### src/hw/pmsc_pkg.sv
// constants and types for the phy management status and control slice
// assumes one 200 MHz clock; the management bus pins arrive unsynchronised
package pmsc_pkg;

    // register addresses on the management bus
    localparam logic [4:0]  REG_PARTNER_NP  = 5'h08;
    localparam logic [4:0]  REG_RX_PREAMBLE = 5'h14;
    localparam logic [4:0]  REG_SYMERR_CNT  = 5'h15;
    localparam logic [4:0]  REG_EVENT       = 5'h1B;

    // preamble control layout
    localparam int          POS_RESTORE100  = 7;
    localparam int          POS_RESTORE10   = 6;
    localparam logic [15:0] PREAMBLE_FIXED  = 16'h0001;
    localparam logic [2:0]  STRAP_RESTORE   = 3'h4;
    localparam logic [1:0]  STRAP_SETTLE    = 2'h3;

    // event register layout
    localparam int          EVT_EN_LSB      = 8;
    localparam logic [15:0] CNT_MAX         = 16'hFFFF;
    localparam logic [15:0] CNT_ONE         = 16'h0001;
    localparam logic [7:0]  SFD_BYTE        = 8'hD5;

    // management frame figures
    localparam logic [1:0]  OP_READ         = 2'h2;
    localparam logic [1:0]  OP_WRITE        = 2'h1;
    localparam logic [5:0]  PREAMBLE_ONES   = 6'h20;
    localparam logic [4:0]  OP_LAST         = 5'h01;
    localparam logic [4:0]  ADDR_LAST       = 5'h09;
    localparam logic [4:0]  TURN_LAST       = 5'h01;
    localparam logic [4:0]  DATA_LAST       = 5'h0F;

    typedef struct packed {
        logic       valid;
        logic [7:0] data;
    } pmsc_rx_byte_t;

    // bit order matches the flag field, link up in bit 0
    typedef struct packed {
        logic jabber;
        logic rxError;
        logic pageRx;
        logic parDetFault;
        logic lpAck;
        logic linkDown;
        logic remoteFault;
        logic linkUp;
    } pmsc_evt_t;

    typedef enum logic [2:0] {
        S_IDLE,
        S_START,
        S_OP,
        S_ADDR,
        S_TURN,
        S_DATA
    } pmsc_state_t;

endpackage : pmsc_pkg

### src/hw/pmsc_sync.sv
// three-stage synchroniser for one pin
// assumes the pin is asynchronous to ref_clk
`timescale 1ns/100ps
`default_nettype none
module pmsc_sync #(
    parameter logic RESET_VAL = 1'b0
) (
    input  wire logic ref_clk,
    input  wire logic reset_n,
    input  wire logic pinIn,
    output var  logic pinOut
);
    logic stage1_q;
    logic stage2_q;
    logic stage3_q;

    always_ff @(posedge ref_clk) begin
        if (!reset_n) begin
            stage1_q <= RESET_VAL;
            stage2_q <= RESET_VAL;
            stage3_q <= RESET_VAL;
        end else begin
            stage1_q <= pinIn;
            stage2_q <= stage1_q;
            stage3_q <= stage2_q;
        end
    end

    // accept a change only once two stages agree
    always_ff @(posedge ref_clk) begin
        if (!reset_n) begin
            pinOut <= RESET_VAL;
        end else if (stage2_q == stage3_q) begin
            pinOut <= stage3_q;
        end
    end
endmodule : pmsc_sync
`default_nettype wire

### src/hw/pmsc_regs.sv
// management register slice: partner next page, preamble control,
// symbol-error counter, event enables and flags, behind a serial
// management slave; also the receive preamble trimming path
// assumes events and receive bytes come from logic on ref_clk
`timescale 1ns/100ps
`default_nettype none
module pmsc_regs
    import pmsc_pkg::*;
#(
    parameter logic [4:0] PHY_ADDR = 5'h01
) (
    input  wire logic          ref_clk,
    input  wire logic          reset_n,
    input  wire logic          mdc,
    input  wire logic          mdioIn,
    output var  logic          mdioOut,
    output var  logic          mdioOe,
    input  wire logic [2:0]    strapConfig,
    input  wire logic [15:0]   partnerPageWord,
    input  wire logic          partnerPageLoad,
    input  wire logic          symErrFrame,
    input  wire pmsc_evt_t     events,
    input  wire logic          speed100,
    input  wire pmsc_rx_byte_t rxIn,
    output var  pmsc_rx_byte_t rxOut,
    output var  logic          intrActive
);
    logic              mdcS;
    logic              mdioS;
    logic [2:0]        strapS;
    logic              mdcPrev_q;
    logic              mdcRise;
    pmsc_state_t       state_q;
    logic [4:0]        bitCnt_q;
    logic [5:0]        ones_q;
    logic [1:0]        opcode_q;
    logic [9:0]        addr_q;
    logic [15:0]       shift_q;
    logic              isRead_q;
    logic              hit_q;
    logic [9:0]        nextAddr;
    logic [1:0]        nextOp;
    logic              readStrobe;
    logic              writeStrobe;
    logic [15:0]       wrData;
    logic [15:0]       rdData;
    logic [15:0]       partnerNp_q;
    logic              restore100_q;
    logic              restore10_q;
    logic [1:0]        strapWait_q;
    logic              strapDone_q;
    logic [15:0]       symErrCnt_q;
    logic [7:0]        flags_q;
    logic [7:0]        enables_q;
    logic              rxValidPrev_q;
    logic              hunting_q;
    logic              rxFirst;
    logic              rxKeep;
    // pins from the station side
    pmsc_sync #(.RESET_VAL(1'b0)) u_syncMdc (
        .ref_clk (ref_clk),
        .reset_n (reset_n),
        .pinIn   (mdc),
        .pinOut  (mdcS)
    );
    // bus idles high through its pull-up
    pmsc_sync #(.RESET_VAL(1'b1)) u_syncMdio (
        .ref_clk (ref_clk),
        .reset_n (reset_n),
        .pinIn   (mdioIn),
        .pinOut  (mdioS)
    );
    genvar gi;
    generate
        for (gi = 0; gi < 3; gi++) begin : g_strap
            pmsc_sync #(.RESET_VAL(1'b0)) u_syncStrap (
                .ref_clk (ref_clk),
                .reset_n (reset_n),
                .pinIn   (strapConfig[gi]),
                .pinOut  (strapS[gi])
            );
        end
    endgenerate
    always_ff @(posedge ref_clk) begin
        if (!reset_n) begin
            mdcPrev_q <= 1'b0;
        end else begin
            mdcPrev_q <= mdcS;
        end
    end
    assign mdcRise = mdcS & ~mdcPrev_q;
    assign nextAddr = {addr_q[8:0], mdioS};
    assign nextOp = {opcode_q[0], mdioS};
    // last address bit of a read aimed at us
    assign readStrobe = mdcRise && (state_q == S_ADDR)
                        && (bitCnt_q == ADDR_LAST)
                        && (opcode_q == OP_READ)
                        && (nextAddr[9:5] == PHY_ADDR);
    assign writeStrobe = mdcRise && (state_q == S_DATA)
                         && (bitCnt_q == DATA_LAST)
                         && !isRead_q && hit_q;
    assign wrData = {shift_q[14:0], mdioS};
    // read data for the addressed register
    always_comb begin
        rdData = 16'h0000;
        case (nextAddr[4:0])
            REG_PARTNER_NP: begin
                rdData = partnerNp_q;
            end
            REG_RX_PREAMBLE: begin
                rdData = PREAMBLE_FIXED;
                rdData[POS_RESTORE100] = restore100_q;
                rdData[POS_RESTORE10] = restore10_q;
            end
            REG_SYMERR_CNT: begin
                rdData = symErrCnt_q;
            end
            REG_EVENT: begin
                rdData = {enables_q, flags_q};
            end
            default: begin
                rdData = 16'h0000;
            end
        endcase
    end
    // frame walker, one step per rising mdc
    always_ff @(posedge ref_clk) begin
        if (!reset_n) begin
            state_q  <= S_IDLE;
            bitCnt_q <= 5'h00;
            ones_q   <= 6'h00;
            opcode_q <= 2'h0;
            addr_q   <= 10'h000;
            shift_q  <= 16'h0000;
            isRead_q <= 1'b0;
            hit_q    <= 1'b0;
        end else if (mdcRise) begin
            case (state_q)
                S_IDLE: begin
                    // need a full run of ones before a start
                    if (mdioS) begin
                        if (ones_q != PREAMBLE_ONES) begin
                            ones_q <= ones_q + 6'h01;
                        end
                    end else begin
                        if (ones_q == PREAMBLE_ONES) begin
                            state_q <= S_START;
                        end
                        ones_q <= 6'h00;
                    end
                end
                S_START: begin
                    state_q  <= mdioS ? S_OP : S_IDLE;
                    bitCnt_q <= 5'h00;
                end
                S_OP: begin
                    opcode_q <= nextOp;
                    if (bitCnt_q == OP_LAST) begin
                        bitCnt_q <= 5'h00;
                        if (nextOp == OP_READ || nextOp == OP_WRITE) begin
                            state_q <= S_ADDR;
                        end else begin
                            state_q <= S_IDLE;
                        end
                    end else begin
                        bitCnt_q <= bitCnt_q + 5'h01;
                    end
                end
                S_ADDR: begin
                    addr_q <= nextAddr;
                    if (bitCnt_q == ADDR_LAST) begin
                        state_q  <= S_TURN;
                        bitCnt_q <= 5'h00;
                        isRead_q <= (opcode_q == OP_READ);
                        hit_q    <= (nextAddr[9:5] == PHY_ADDR);
                        if (readStrobe) begin
                            shift_q <= rdData;
                        end
                    end else begin
                        bitCnt_q <= bitCnt_q + 5'h01;
                    end
                end
                S_TURN: begin
                    if (bitCnt_q == TURN_LAST) begin
                        state_q  <= S_DATA;
                        bitCnt_q <= 5'h00;
                        if (isRead_q) begin
                            shift_q <= {shift_q[14:0], 1'b0};
                        end
                    end else begin
                        bitCnt_q <= bitCnt_q + 5'h01;
                    end
                end
                S_DATA: begin
                    if (isRead_q) begin
                        shift_q <= {shift_q[14:0], 1'b0};
                    end else begin
                        shift_q <= wrData;
                    end
                    if (bitCnt_q == DATA_LAST) begin
                        state_q <= S_IDLE;
                    end else begin
                        bitCnt_q <= bitCnt_q + 5'h01;
                    end
                end
                default: begin
                    state_q <= S_IDLE;
                end
            endcase
        end
    end
    // pin driver: zero in second turnaround bit, then data msb first
    always_ff @(posedge ref_clk) begin
        if (!reset_n) begin
            mdioOut <= 1'b0;
            mdioOe  <= 1'b0;
        end else if (mdcRise && isRead_q && hit_q) begin
            case (state_q)
                S_TURN: begin
                    if (bitCnt_q == TURN_LAST) begin
                        mdioOut <= shift_q[15];
                    end else begin
                        mdioOe  <= 1'b1;
                        mdioOut <= 1'b0;
                    end
                end
                S_DATA: begin
                    if (bitCnt_q == DATA_LAST) begin
                        mdioOe  <= 1'b0;
                        mdioOut <= 1'b0;
                    end else begin
                        mdioOut <= shift_q[15];
                    end
                end
                default: begin
                    mdioOe <= 1'b0;
                end
            endcase
        end
    end
    always_ff @(posedge ref_clk) begin
        if (!reset_n) begin
            partnerNp_q <= 16'h0000;
        end else if (partnerPageLoad) begin
            partnerNp_q <= partnerPageWord;
        end
    end
    // straps sampled one edge after done: the synchroniser output lands on the done edge
    always_ff @(posedge ref_clk) begin
        if (!reset_n) begin
            strapWait_q <= 2'h0;
            strapDone_q <= 1'b0;
        end else if (!strapDone_q) begin
            if (strapWait_q == STRAP_SETTLE) begin
                strapDone_q <= 1'b1;
            end else begin
                strapWait_q <= strapWait_q + 2'h1;
            end
        end else if (strapWait_q == STRAP_SETTLE) begin
            strapWait_q <= 2'h0;
        end
    end

    always_ff @(posedge ref_clk) begin
        if (!reset_n) begin
            restore100_q <= 1'b0;
        end else if (strapDone_q && strapWait_q == STRAP_SETTLE) begin
            restore100_q <= (strapS == STRAP_RESTORE);
        end else if (writeStrobe && addr_q[4:0] == REG_RX_PREAMBLE) begin
            restore100_q <= wrData[POS_RESTORE100];
        end
    end

    always_ff @(posedge ref_clk) begin
        if (!reset_n) begin
            restore10_q <= 1'b0;
        end else if (writeStrobe && addr_q[4:0] == REG_RX_PREAMBLE) begin
            restore10_q <= wrData[POS_RESTORE10];
        end
    end

    // count with clear on read
    // a frame landing on the clearing read still counts
    always_ff @(posedge ref_clk) begin
        if (!reset_n) begin
            symErrCnt_q <= 16'h0000;
        end else if (readStrobe && nextAddr[4:0] == REG_SYMERR_CNT) begin
            symErrCnt_q <= symErrFrame ? CNT_ONE : 16'h0000;
        end else if (symErrFrame && symErrCnt_q != CNT_MAX) begin
            symErrCnt_q <= symErrCnt_q + CNT_ONE;
        end
    end

    always_ff @(posedge ref_clk) begin
        if (!reset_n) begin
            enables_q <= 8'h00;
        end else if (writeStrobe && addr_q[4:0] == REG_EVENT) begin
            enables_q <= wrData[EVT_EN_LSB +: 8];
        end
    end

    // sticky flags, set beats read clear
    always_ff @(posedge ref_clk) begin
        if (!reset_n) begin
            flags_q <= 8'h00;
        end else if (readStrobe && nextAddr[4:0] == REG_EVENT) begin
            flags_q <= events;
        end else begin
            flags_q <= flags_q | events;
        end
    end

    always_ff @(posedge ref_clk) begin
        if (!reset_n) begin
            intrActive <= 1'b0;
        end else begin
            intrActive <= |(flags_q & enables_q);
        end
    end

    // receive preamble trimming
    assign rxFirst = rxIn.valid & ~rxValidPrev_q;

    always_comb begin
        rxKeep = 1'b0;
        if (!rxIn.valid) begin
            rxKeep = 1'b0;
        end else if (speed100) begin
            rxKeep = restore100_q | ~rxFirst;
        end else begin
            rxKeep = restore10_q | (rxIn.data == SFD_BYTE)
                     | ~(rxFirst | hunting_q);
        end
    end

    always_ff @(posedge ref_clk) begin
        if (!reset_n) begin
            rxValidPrev_q <= 1'b0;
            hunting_q     <= 1'b0;
        end else begin
            rxValidPrev_q <= rxIn.valid;
            hunting_q     <= rxIn.valid & (rxFirst | hunting_q)
                             & (rxIn.data != SFD_BYTE);
        end
    end

    // fixed one-cycle latency through the output stage
    always_ff @(posedge ref_clk) begin
        if (!reset_n) begin
            rxOut <= '0;
        end else begin
            rxOut.valid <= rxKeep;
            rxOut.data  <= rxIn.data;
        end
    end

endmodule : pmsc_regs
`default_nettype wire

### config.mk
export PLATFORM = sky130hd
export DESIGN_NAME = pmsc_regs
export DESIGN_NICKNAME = d
export VERILOG_FILES = /design/src/hw/pmsc_pkg.sv /design/src/hw/pmsc_sync.sv /design/src/hw/pmsc_regs.sv
export SDC_FILE = /design/constraint.sdc
export NUM_CORES = 1
export LEC_CHECK = 0
export ABC_AREA = 0
export BUFFER_PORTS_ARGS = -buffer_cell sky130_fd_sc_hd__clkbuf_2
export CORE_UTILIZATION = 30
export DETAILED_ROUTE_END_ITERATION = 7
export GPL_ROUTABILITY_DRIVEN = 0
export PLACE_DENSITY = 0.58
export SLEW_MARGIN = 25
export SYNTH_ARGS = -nofsm -noshare
export SYNTH_HDL_FRONTEND = slang
export SYNTH_HIERARCHICAL = 1
export SYNTH_SLANG_ARGS = --single-unit
### constraint.sdc
create_clock -name ref_clk -period 2.9 [get_ports ref_clk]
set_input_delay 0.435 -clock ref_clk [delete_from_list [all_inputs] [get_ports ref_clk]]
set_output_delay 0.435 -clock ref_clk [all_outputs]
set_load 0.005 [all_outputs]
==> results of run 1 <==
## synth_stat cells (4+ instances only)
master | number | share of area, %
dfxtp_1 | 131 | 44
nor2_1 | 68 | 4.3
nand2_1 | 49 | 3.1
a21oi_1 | 35 | 3.0
mux2i_1 | 28 | 4.8
and2_1 | 20 | 2.1
o31ai_1 | 17 | 2.2
inv_1 | 15 | 0.96
clkbuf_1 | 14 | 0.89
nand4_1 | 14 | 1.5
a222oi_1 | 13 | 2.2
a2bb2oi_1 | 13 | 1.9
nor2b_1 | 11 | 1.2
ha_1 | 10 | 2.1
nor3_1 | 10 | 0.85
o21ai_0 | 10 | 0.85
xor2_1 | 10 | 1.5
a22oi_1 | 9 | 1.1
buf_2 | 9 | 0.76
nand3_1 | 9 | 0.76
and3_1 | 8 | 0.85
o21a_1 | 8 | 1.0
xnor2_1 | 7 | 1.0
a21o_1 | 6 | 0.76
buf_4 | 5 | 0.64
nand2b_1 | 5 | 0.53
o21ai_1 | 5 | 0.42
a21boi_1 | 4 | 0.51
and2_2 | 4 | 0.51
and4_1 | 4 | 0.59
buf_6 | 4 | 0.76
o211ai_1 | 4 | 0.51
## flip-flops by register name, summed over array words and instances (netlist names), 5 cells and up
signal and flops:
shift_q 16, rxOut 9, addr_q 9, ones_q 6
symErrCnt_q 16, bitCnt_q 5, flags_q 8, enables_q 8
partnerNp_q 16
## how the worst min path moves through the flow
stage / to / slack, ns / depth (start not counted)
5_1_grt: u_syncMdio/stage1_q / 0.20 / 2
3_3_place_gp: u_syncMdio/stage2_q / 0.39 / 1
6_report: u_syncMdio/stage1_q / 0.20 / 2
2_1_floorplan: u_syncMdio/stage2_q / 0.39 / 1
3_5_place_dp: u_syncMdio/stage2_q / 0.40 / 1
4_1_cts: u_syncMdio/stage1_q / 0.19 / 2
## layout make-up
class                      instances  area (um2)  area share [%]
clock buffer                      19       432.9           6.154
sequential                       131        2623           37.28
clock inverter                    13       197.7           2.810
tap                              260       325.3           4.625
multi-input combinational        445        3013           42.83
inverter                          18       67.56          0.9605
timing repair buffer              68       375.4           5.336
## power by group through the flow
stage | Combinational, W | Clock (W) | Sequential [W]
floorplan | 0.000123 | 0 | 0.00192
global route | 0.000211 | 0.00242 | 0.00190
global placement | 0.000185 | 0 | 0.00193
finish | 0.000186 | 0.00229 | 0.00190
detailed placement | 0.000189 | 0 | 0.00193
CTS | 0.000189 | 0.00235 | 0.00189
## per-stage QoR
stage | hold slack (ns) | util, % | total power, W | instance area, um2 | instances
finish | 0.1990 | 37.11 | 0.004372 | 7034 | 954
global route | 0.1996 | 37.11 | 0.004528 | 7034 | 954
CTS | 0.1858 | 37.11 | 0.004431 | 7034 | 954
detailed placement | 0.3956 | 33.78 | 0.002122 | 6404 | 922
global placement | 0.3930 | 33.78 | 0.002118 | 6404 | 922
floorplan | 0.3863 | - | 0.002043 | 5894 | 629
## cell families (layout without fill, tap and decap cells)
| kind of cell | after synthesis | in the layout | synth area share (%) |
|---|---|---|---|
| and+or+nand+nor | 239 | 239 | 23.03 |
| AOI/OAI and AO/OA | 150 | 150 | 18.49 |
| DFF | 131 | 131 | 44.49 |
| buffers and inverters | 53 | 118 | 4.394 |
| muxes | 29 | 29 | 4.946 |
| xor gates and xnor gates | 17 | 17 | 2.526 |
| adders and majority gates | 10 | 10 | 2.123 |
## placed cells by master, fill, tap and decap left out, types with 9 or more instances in the layout
| cell | count |
|---|---|
| nor2_1 | 68 |
| nand2_1 | 49 |
| dfxtp_1 | 131 |
| nand3_1 | 9 |
| o31ai_1 | 17 |
| a22oi_1 | 9 |
| inv_1 | 15 |
| a2bb2oi_1 | 13 |
| nor3_1 | 10 |
| xor2_1 | 10 |
| clkbuf_2 | 54 |
| clkbuf_16 | 17 |
| o21ai_0 | 10 |
| nand4_1 | 14 |
| and2_1 | 20 |
| ha_1 | 10 |
| a222oi_1 | 13 |
| mux2i_1 | 28 |
| a21oi_1 | 35 |
| buf_4 | 14 |
| nor2b_1 | 11 |
## layer usage
metal	up-vias	global-route usage, %
met5	-	0
met4	0	6.112
met3	17	3.398
met2	136	22.50
met1	2279	20.56
li1	2397	-
==> flow_metrics.tcl, run 1 <==
set metrics [dict create \
    fin_crit_ns 2.284 \
    htreeDepth 4 \
    report.final.setup_viol 0 \
    worst_r2r_setup_slack_ns 0.62 \
    crit_path_top_delay_cell "nor3_4" \
    timing.critical_path.from "bitCnt_q[0]" \
    met3_length_um 660 \
    sequentialPowerShare_pct 43.3 \
    drt_iter0_drc 477 \
    yosysSeqAreaShare_pct 44.49 \
    dp_hpwl_um 9767 \
    ys.flop_type "dfxtp_1" \
    crit_path_cell_trace "ha_1 > and3_1 > ha_1 > nor2b_1 > nand4_1 > nor3_4 > mux2i_1 > nor2_1" \
    cp_data_required_time_ns 3.20 \
    clk_pin_slew_ns 0.06 \
    powerDensity_mw_per_mm2 621.5 \
    critical_path_peak_fanout 8 \
    clock-root-buffer "clkbuf_16" \
    finalHoldViolations 0 \
    via_count 4829 \
    route.final.wire_length_um 14190 \
    worstSetupPathDepth 8 \
    numCtsBuffers 17 \
    achievable-frequency_ghz 0.4378 \
    grt_max_degree 37 \
    setup.worst_path.class "flip-flop to flip-flop" \
    period_share_pct 78.77 \
    met2RoutedLength_um 6326 \
    fin_worst_skew_ns 0.006618 \
    post_cts.repair.setup_buffers 0 \
    synth-edff-count 0 \
    syn-num-nets 682 \
    timing.reg2reg.worst_path_depth 8 \
    die-area_mm2 0.02021 \
    ir_worst_vdd_mv 0.3967 \
    number_of_max_slew_violations_in_the_final_report 0 \
    detail_route.drc_violations 0 \
    number_of_buffers_between_clock_root_and_the_deepest_sink 2 \
    timing.final.ws_setup_ns 0.6157 \
    cts.repair.resized 0 \
    max_slew.worst_pin.slew_ns 0.6789 \
    synth_cell_type_count 77 \
    placeableCoreArea_mm2 0.01896 \
    filler_cell_count 1942 \
    grt_pass1_wl_um 23520 \
    startpoint_type_of_the_worst_setup_path "flip-flop" \
    drt-pass1-iter-count 6 \
    fp.dieW_um 142.2 \
    track_usage_pct 14.97 \
    crit_path_end "enables_q[4]" \
    antenna_found_initial 0 \
    initial_core_util_pct 31.10 \
    routedWlPerCell_um 14.87 \
    post_drt_via_cell_ratio 5.062 \
    p_int_w 0.003403 \
    setup_total_neg_slack_ns 0 \
    worst_hold_path_type "primary input to flip-flop" \
    num_antenna_cells 0 \
    floorplan.die.height_um 142.2 \
    power.net_switching_w 0.0009691 \
    critPathCaptureType "flip-flop" \
    timing.slew.headroom_pct 54.60 \
    r2r_start "bitCnt_q[0]" \
    async_reset_ff_share_pct 0 \
    average_cell_area_after_synthesis_um2 9.371 \
    critical_path.top_delay_family "simple AND/OR/NAND/NOR gates" \
    sw_frac_of_total_pct 22.17 \
    critical-path-max-stage-delay_ns 0.56 \
    growth_of_design_area_from_synthesis_to_finish_pct 19.34 \
    status "complete, no violations" \
    worst_skew_pair.late_latency_ns 0.42 \
    sum_of_overflow_across_all_layers_after_global_routing 0 \
    worstPathBufferInverterCount 0 \
    synth_area_mm2 0.005894 \
    clock-sinks 131 \
    leakagePower_nw 2.715 \
    pre_cts_slack_ns 0.6271 \
    cts_tree "built" \
    synth_seq_cells 131 \
    rsz0062_at_grt "false" \
    routed.top_layer "met4" \
    synth_cells 629 \
    max_cap_violations 0 \
    antenna_left 0 \
    critical_path.reg2reg.endpoint "enables_q[4]" \
    p_comb_share_pct 4.3 \
    fin_nets 734 \
    met1Wirelength_um 6980 \
    rows 50 \
    timing.hold.worst.start "mdioIn" \
    clockPowerShare_pct 52.4 \
    crit_path_frequent_cell "ha_1" \
    cts_hold_repair.buffers 0 \
    number_of_global_route_vias_before_repair 4510 \
    floorplan.io_pins 55 \
    final_layout_size_suffix_gt1_share_pct 18.30 \
    worst-endpoint-arrival_ns 2.58 \
    synth-warning-count 6 \
    buffer_ports.inserted 54 \
]
Note: power is estimated with default switching activity, not from simulation.
==> run 2: changes to the inputs <==
==> constraint.sdc (replaced) <==
create_clock -name ref_clk -period 2.25 [get_ports ref_clk]
set_input_delay 0.3375 -clock ref_clk [delete_from_list [all_inputs] [get_ports ref_clk]]
set_output_delay 0.3375 -clock ref_clk [all_outputs]
set_load 0.005 [all_outputs]
==> flow_metrics.tcl, run 2 (same netlist as run 1, synthesis figures left out) <==
set metrics [dict create \
    rows 50 \
    sum_of_overflow_across_all_layers_after_global_routing 0 \
    r2r_start "bitCnt_q[1]" \
    floorplan.io_pins 55 \
    clk_pin_slew_ns 0.06 \
    growth_of_design_area_from_synthesis_to_finish_pct 22.63 \
    cts_hold_repair.buffers 0 \
    cp_data_required_time_ns 2.56 \
    number_of_buffers_between_clock_root_and_the_deepest_sink 2 \
    post_drt_via_cell_ratio 4.958 \
    placeableCoreArea_mm2 0.01896 \
    htreeDepth 4 \
    final_layout_size_suffix_gt1_share_pct 21.52 \
    route.final.wire_length_um 14110 \
    dp_hpwl_um 10040 \
    number_of_max_slew_violations_in_the_final_report 0 \
    critPathCaptureType "flip-flop" \
    leakagePower_nw 2.802 \
    max_cap_violations 0 \
    buffer_ports.inserted 54 \
    worst_skew_pair.late_latency_ns 0.42 \
    biggestRegsByFlops "partnerNp_q (16), shift_q (16), symErrCnt_q (16)" \
    fin_worst_skew_ns 0.007317 \
    drt_iter0_drc 422 \
    pre_cts_slack_ns 0.1036 \
    routedWlPerCell_um 14.53 \
    initial_core_util_pct 31.10 \
    grt_max_degree 35 \
    rsz0062_at_grt "false" \
    place_inst 938 \
    worst_hold_path_type "primary input to flip-flop" \
    cts_tree "built" \
    most_common_cell_after_layout_fill_and_taps_aside "dfxtp_1" \
    finalHoldViolations 0 \
    setup_total_neg_slack_ns 0 \
    fin_nets 751 \
    report.final.setup_viol 0 \
    critical_path_peak_fanout 5 \
    antenna_left 0 \
    status "complete, no violations" \
    timing.hold.worst.start "mdioIn" \
    worst-endpoint-arrival_ns 2.40 \
    numCtsBuffers 17 \
    timing.slew.headroom_pct 48.11 \
    setup.worst_path.class "flip-flop to flip-flop" \
    utilization_pct 38.13 \
    timing.final.ws_setup_ns 0.1571 \
    period_share_pct 93.02 \
    drt-pass1-iter-count 6 \
    clock-sinks 131 \
    timing.critical_path.from "bitCnt_q[1]" \
    number_of_global_route_vias_before_repair 4679 \
    powerDensity_mw_per_mm2 778.5 \
    num_antenna_cells 0 \
    filler_cell_count 1911 \
    grt_pass1_wl_um 23530 \
    detail_route.drc_violations 0 \
    fp.dieW_um 142.2 \
    max_slew.worst_pin.slew_ns 0.7784 \
    finalNonFillerCells 971 \
    ir_worst_vdd_mv 0.4865 \
    startpoint_type_of_the_worst_setup_path "flip-flop" \
    antenna_found_initial 0 \
    die-area_mm2 0.02021 \
    achievable-frequency_ghz 0.4778 \
    via_count 4814 \
    floorplan.die.height_um 142.2 \
    clock-root-buffer "clkbuf_16" \
    track_usage_pct 14.84 \
    layout.cells.most_common_list "dfxtp_1 (128), nor2_1 (68), clkbuf_2 (54)" \
    fin_crit_ns 2.093 \
]
## run 2: cell count changes in the layout (fill, tap and decap cells not counted), moves of 2 or more
cell / delta
dfxtp_2: +2
dfxtp_1: -3
buf_4: +16
inv_6: -2
ha_1: -2
ha_4: +2
## run 2: final timing paths
kind / to / slack, ns / cells past startpoint
worst max-delay path: flags_q[5] / 0.16 / 9
worst min-delay path: u_syncMdio/stage1_q / 0.10 / 2
worst max register to register: flags_q[5] / 0.16 / 9
worst min register to register: u_syncMdio/stage2_q / 0.41 / 1
## run 2: timing repair
item,CTS,global route
gates resized for setup,0,12
buffers inserted,0,1
setup endpoints to repair,0,9
## run 2: worst max-delay path, cell delays in order, from the launching register on
cell	delay, ns
dfxtp_4	0.35
buf_4	0.13
inv_1	0.05
ha_1	0.16
and4bb_4	0.30
nand4_4	0.18
nor4_4	0.41
buf_4	0.21
nor2b_1	0.04
o21a_1	0.16
## run 2: cell type report
type | instances | area [um2] | area share (%)
clock buffer | 18 | 429.2 | 5.937
tap | 260 | 325.3 | 4.501
multi-input combinational | 445 | 3058 | 42.31
inverter | 18 | 67.56 | 0.9347
timing repair buffer | 85 | 515.5 | 7.132
sequential | 131 | 2629 | 36.37
clock inverter | 14 | 203.9 | 2.822
## run 2: metrics by stage
stage | power [W] | cell area [um2] | hold slack, ns
3_3_place_gp | 0.002734 | 6536 | 0.4000
4_1_cts | 0.005707 | 7169 | 0.08523
5_1_grt | 0.005831 | 7228 | 0.09637
6_report | 0.005627 | 7228 | 0.1016
2_1_floorplan | 0.002633 | 5894 | 0.3863
3_5_place_dp | 0.002742 | 6536 | 0.3988
## run 2: where the power goes
| group | total [W] | internal, W | switching (W) |
|---|---|---|---|
| Combinational | 0.000245 | 0.000122 | 0.000123 |
| Clock | 0.00294 | 0.00187 | 0.00107 |
| Sequential | 0.00244 | 0.00239 | 0.0000492 |
| Total | 0.00563 | 0.00438 | 0.00124 |
## run 2: metal layers
metal	global-route usage (%)	wire length (um)	vias up
met5	0	0	-
met4	5.772	183	0
met3	3.197	591	14
met2	21.88	6023	108
met1	20.94	7315	2260
li1	-	-	2432
==> run 3: changes to the inputs <==
--- a/config.mk
+++ b/config.mk
@@ -14,5 +14,4 @@
 export SLEW_MARGIN = 25
 export SYNTH_ARGS = -nofsm -noshare
 export SYNTH_HDL_FRONTEND = slang
-export SYNTH_HIERARCHICAL = 1
 export SYNTH_SLANG_ARGS = --single-unit
==> flow_metrics.tcl, run 3 <==
set metrics [dict create \
    layout.cells.most_common_list "dfxtp_1 (131), clkbuf_2 (54), nand2_1 (52)" \
    synth-warning-count 0 \
    synth_cells 727 \
    holdPathEnd "u_syncMdio.stage1_q" \
    worst_hold_path_type "primary input to flip-flop" \
    cp_data_required_time_ns 2.56 \
    use_met3_pct 3.416 \
    antenna_left 0 \
    filler_cell_count 2067 \
    drt-pass1-iter-count 5 \
    dp_hpwl_um 11250 \
    crit_path_top_delay_cell "dfxtp_1" \
    worst_r2r_setup_slack_ns 0.23 \
    placement_cell_area_mm2 0.006934 \
    final_layout_size_suffix_gt1_share_pct 16.67 \
    grtUsageMet2_pct 22.26 \
    routedWlPerCell_um 14.93 \
    status "complete, no violations" \
    setup_total_neg_slack_ns 0 \
    detail_route.drc_violations 0 \
    number_of_global_route_vias_before_repair 5083 \
    critPathCaptureType "flip-flop" \
    final.hold.worst_slack_ns 0.1029 \
    synth_seq_cells 131 \
    most_common_cell_after_layout_fill_and_taps_aside "dfxtp_1" \
    crit_path_frequent_cell "ha_1" \
    cts_hold_repair.buffers 0 \
    crit_path_cell_trace "ha_1 > and3_1 > ha_1 > nand3b_1 > nor4_4 > buf_4 > mux2i_1 > nor2_1" \
    timing.hold.worst.start "mdioIn" \
    rsz0062_at_grt "false" \
    yosysSeqAreaShare_pct 41.40 \
    post_drt_via_cell_ratio 5.077 \
    leakagePower_nw 2.857 \
    sum_of_overflow_across_all_layers_after_global_routing 0 \
    antenna_found_initial 0 \
    drt_iter0_drc 513 \
    critical_path.top_delay_family "simple AND/OR/NAND/NOR gates" \
    floorplan.io_pins 55 \
    ys.flop_type "dfxtp_1" \
    powerDensity_mw_per_mm2 718.4 \
    report.final.setup_viol 0 \
    number_of_buffers_between_clock_root_and_the_deepest_sink 2 \
    async_reset_ff_share_pct 0 \
    synth_cell_type_count 66 \
    period_share_pct 89.91 \
    clock-sinks 131 \
    cts.repair.resized 0 \
    clk_pin_slew_ns 0.06 \
    num_antenna_cells 0 \
    synth-edff-count 0 \
    critical_path_peak_fanout 8 \
    post_cts.repair.setup_buffers 0 \
    grt_max_degree 63 \
    finalHoldViolations 0 \
    growth_of_design_area_from_synthesis_to_finish_pct 18.59 \
    numCtsBuffers 17 \
    yosysTopAreaCell "dfxtp_1" \
    syn-num-nets 780 \
    clock-root-buffer "clkbuf_16" \
    buffer_ports.inserted 54 \
    via_count 5392 \
    worst-endpoint-arrival_ns 2.33 \
    seq_area_mm2 0.002623 \
    min_path_cells 2 \
    global_route_track_usage_on_met1_pct 22.38 \
    fin_worst_skew_ns 0.005218 \
    average_cell_area_after_synthesis_um2 8.714 \
    fin_nets 832 \
    r2r_start "bitCnt_q[0]" \
    synth_area_mm2 0.006335 \
    track_usage_pct 15.39 \
    yosys-top-cells-area "dfxtp_1 (41%), mux2i_1 (5.7%), a21oi_1 (3.2%)" \
    post_synth_most_frequent_cells "dfxtp_1 (131), nand2_1 (52), nor2_1 (49)" \
    max_cap_violations 0 \
    rows 52 \
    fin_crit_ns 2.023 \
    fp.dieW_um 147.3 \
    achievable-frequency_ghz 0.4943 \
    global_route.peak_usage_layer "met1" \
    startpoint_type_of_the_worst_setup_path "flip-flop" \
    die-area_mm2 0.02170 \
    max_slew.worst_pin.slew_ns 0.8056 \
    number_of_max_slew_violations_in_the_final_report 0 \
    cell_with_the_most_instances_after_synthesis "dfxtp_1" \
    ir_worst_vdd_mv 0.5609 \
    worst_skew_pair.late_latency_ns 0.42 \
    postLayoutCellArea_mm2 0.007512 \
    route.final.wire_length_um 15860 \
    initial_core_util_pct 30.91 \
    worstPathBufferInverterCount 1 \
    timing.reg2reg.worst_path_depth 8 \
    placeableCoreArea_mm2 0.02049 \
    critical-path-max-stage-delay_ns 0.39 \
    timing.slew.headroom_pct 46.09 \
    multi_input_comb_area_mm2 0.003321 \
    floorplan.die.height_um 147.3 \
    grt_pass1_wl_um 26570 \
    synth_top_area_share_pct 41.40 \
    critical_path.reg2reg.endpoint "enables_q[1]" \
    setup.worst_path.class "flip-flop to flip-flop" \
    cts_tree "built" \
    biggestRegsByFlops "partnerNp_q (16), shift_q (16), symErrCnt_q (16)" \
    htreeDepth 4 \
]
-- run 3: kinds of logic (layout without fill, tap and decap cells) --
family,after synthesis,count (layout),synth area share [%]
flops,131,131,41.40
fa+ha+maj,10,10,1.975
simple gates,274,274,24.77
xor+xnor,6,6,0.8297
buf+inv,95,160,6.182
compound gates,175,175,19.16
mux,36,36,5.688
-- run 3: worst register-to-register path, delay by kind of cell, from the launching register on --
kind	cells	cell delay [ns]
adder cells (fa/ha/maj)	2	0.47
buffers and inverters	1	0.23
AND/OR/NAND/NOR	4	0.62
flip-flops	1	0.39
multiplexers	1	0.21
-- run 3: how the worst max path moves through the flow --
stage	start	end	slack (ns)	cells past startpoint
2_1_floorplan	state_q[1]	shift_q[15]	0.18	7
3_3_place_gp	bitCnt_q[0]	enables_q[6]	0.29	8
3_5_place_dp	bitCnt_q[0]	enables_q[6]	0.25	8
4_1_cts	bitCnt_q[0]	enables_q[1]	0.24	8
5_1_grt	bitCnt_q[0]	enables_q[7]	0.04	8
6_report	bitCnt_q[0]	enables_q[1]	0.23	8
-- run 3: stage by stage --
stage / util, % / total power, W / cells / setup slack [ns]
floorplan: - / 0.002639 / 727 / 0.1767
global placement: 33.83 / 0.002730 / 1030 / 0.2890
detailed placement: 33.83 / 0.002736 / 1030 / 0.2526
global route: 36.65 / 0.005591 / 1062 / 0.03725
CTS: 36.65 / 0.005461 / 1062 / 0.2376
finish: 36.65 / 0.005396 / 1062 / 0.2271
-- run 3: power breakdown --
group	switching, W	total [W]	internal [W]
clock	0.00107	0.00271	0.00165
sequential	0.0000420	0.00243	0.00239
combinational	0.000131	0.000248	0.000117
-- run 3: final cells by class --
cell class | count | share of cell area (%)
inverter | 46 | 2.298
clock inverter | 14 | 1.849
multi-input combinational | 501 | 44.20
timing repair buffer | 82 | 6.396
clock buffer | 18 | 5.846
sequential | 131 | 34.91
tap | 270 | 4.497
-- run 3: per-layer routing --
metal  vias to the layer above  share of wire [%]
li1                       2757                  -
met3                        18                3.9
met2                       121                 42
met4                         0                1.2
met5                         -                  0
met1                      2496                 53
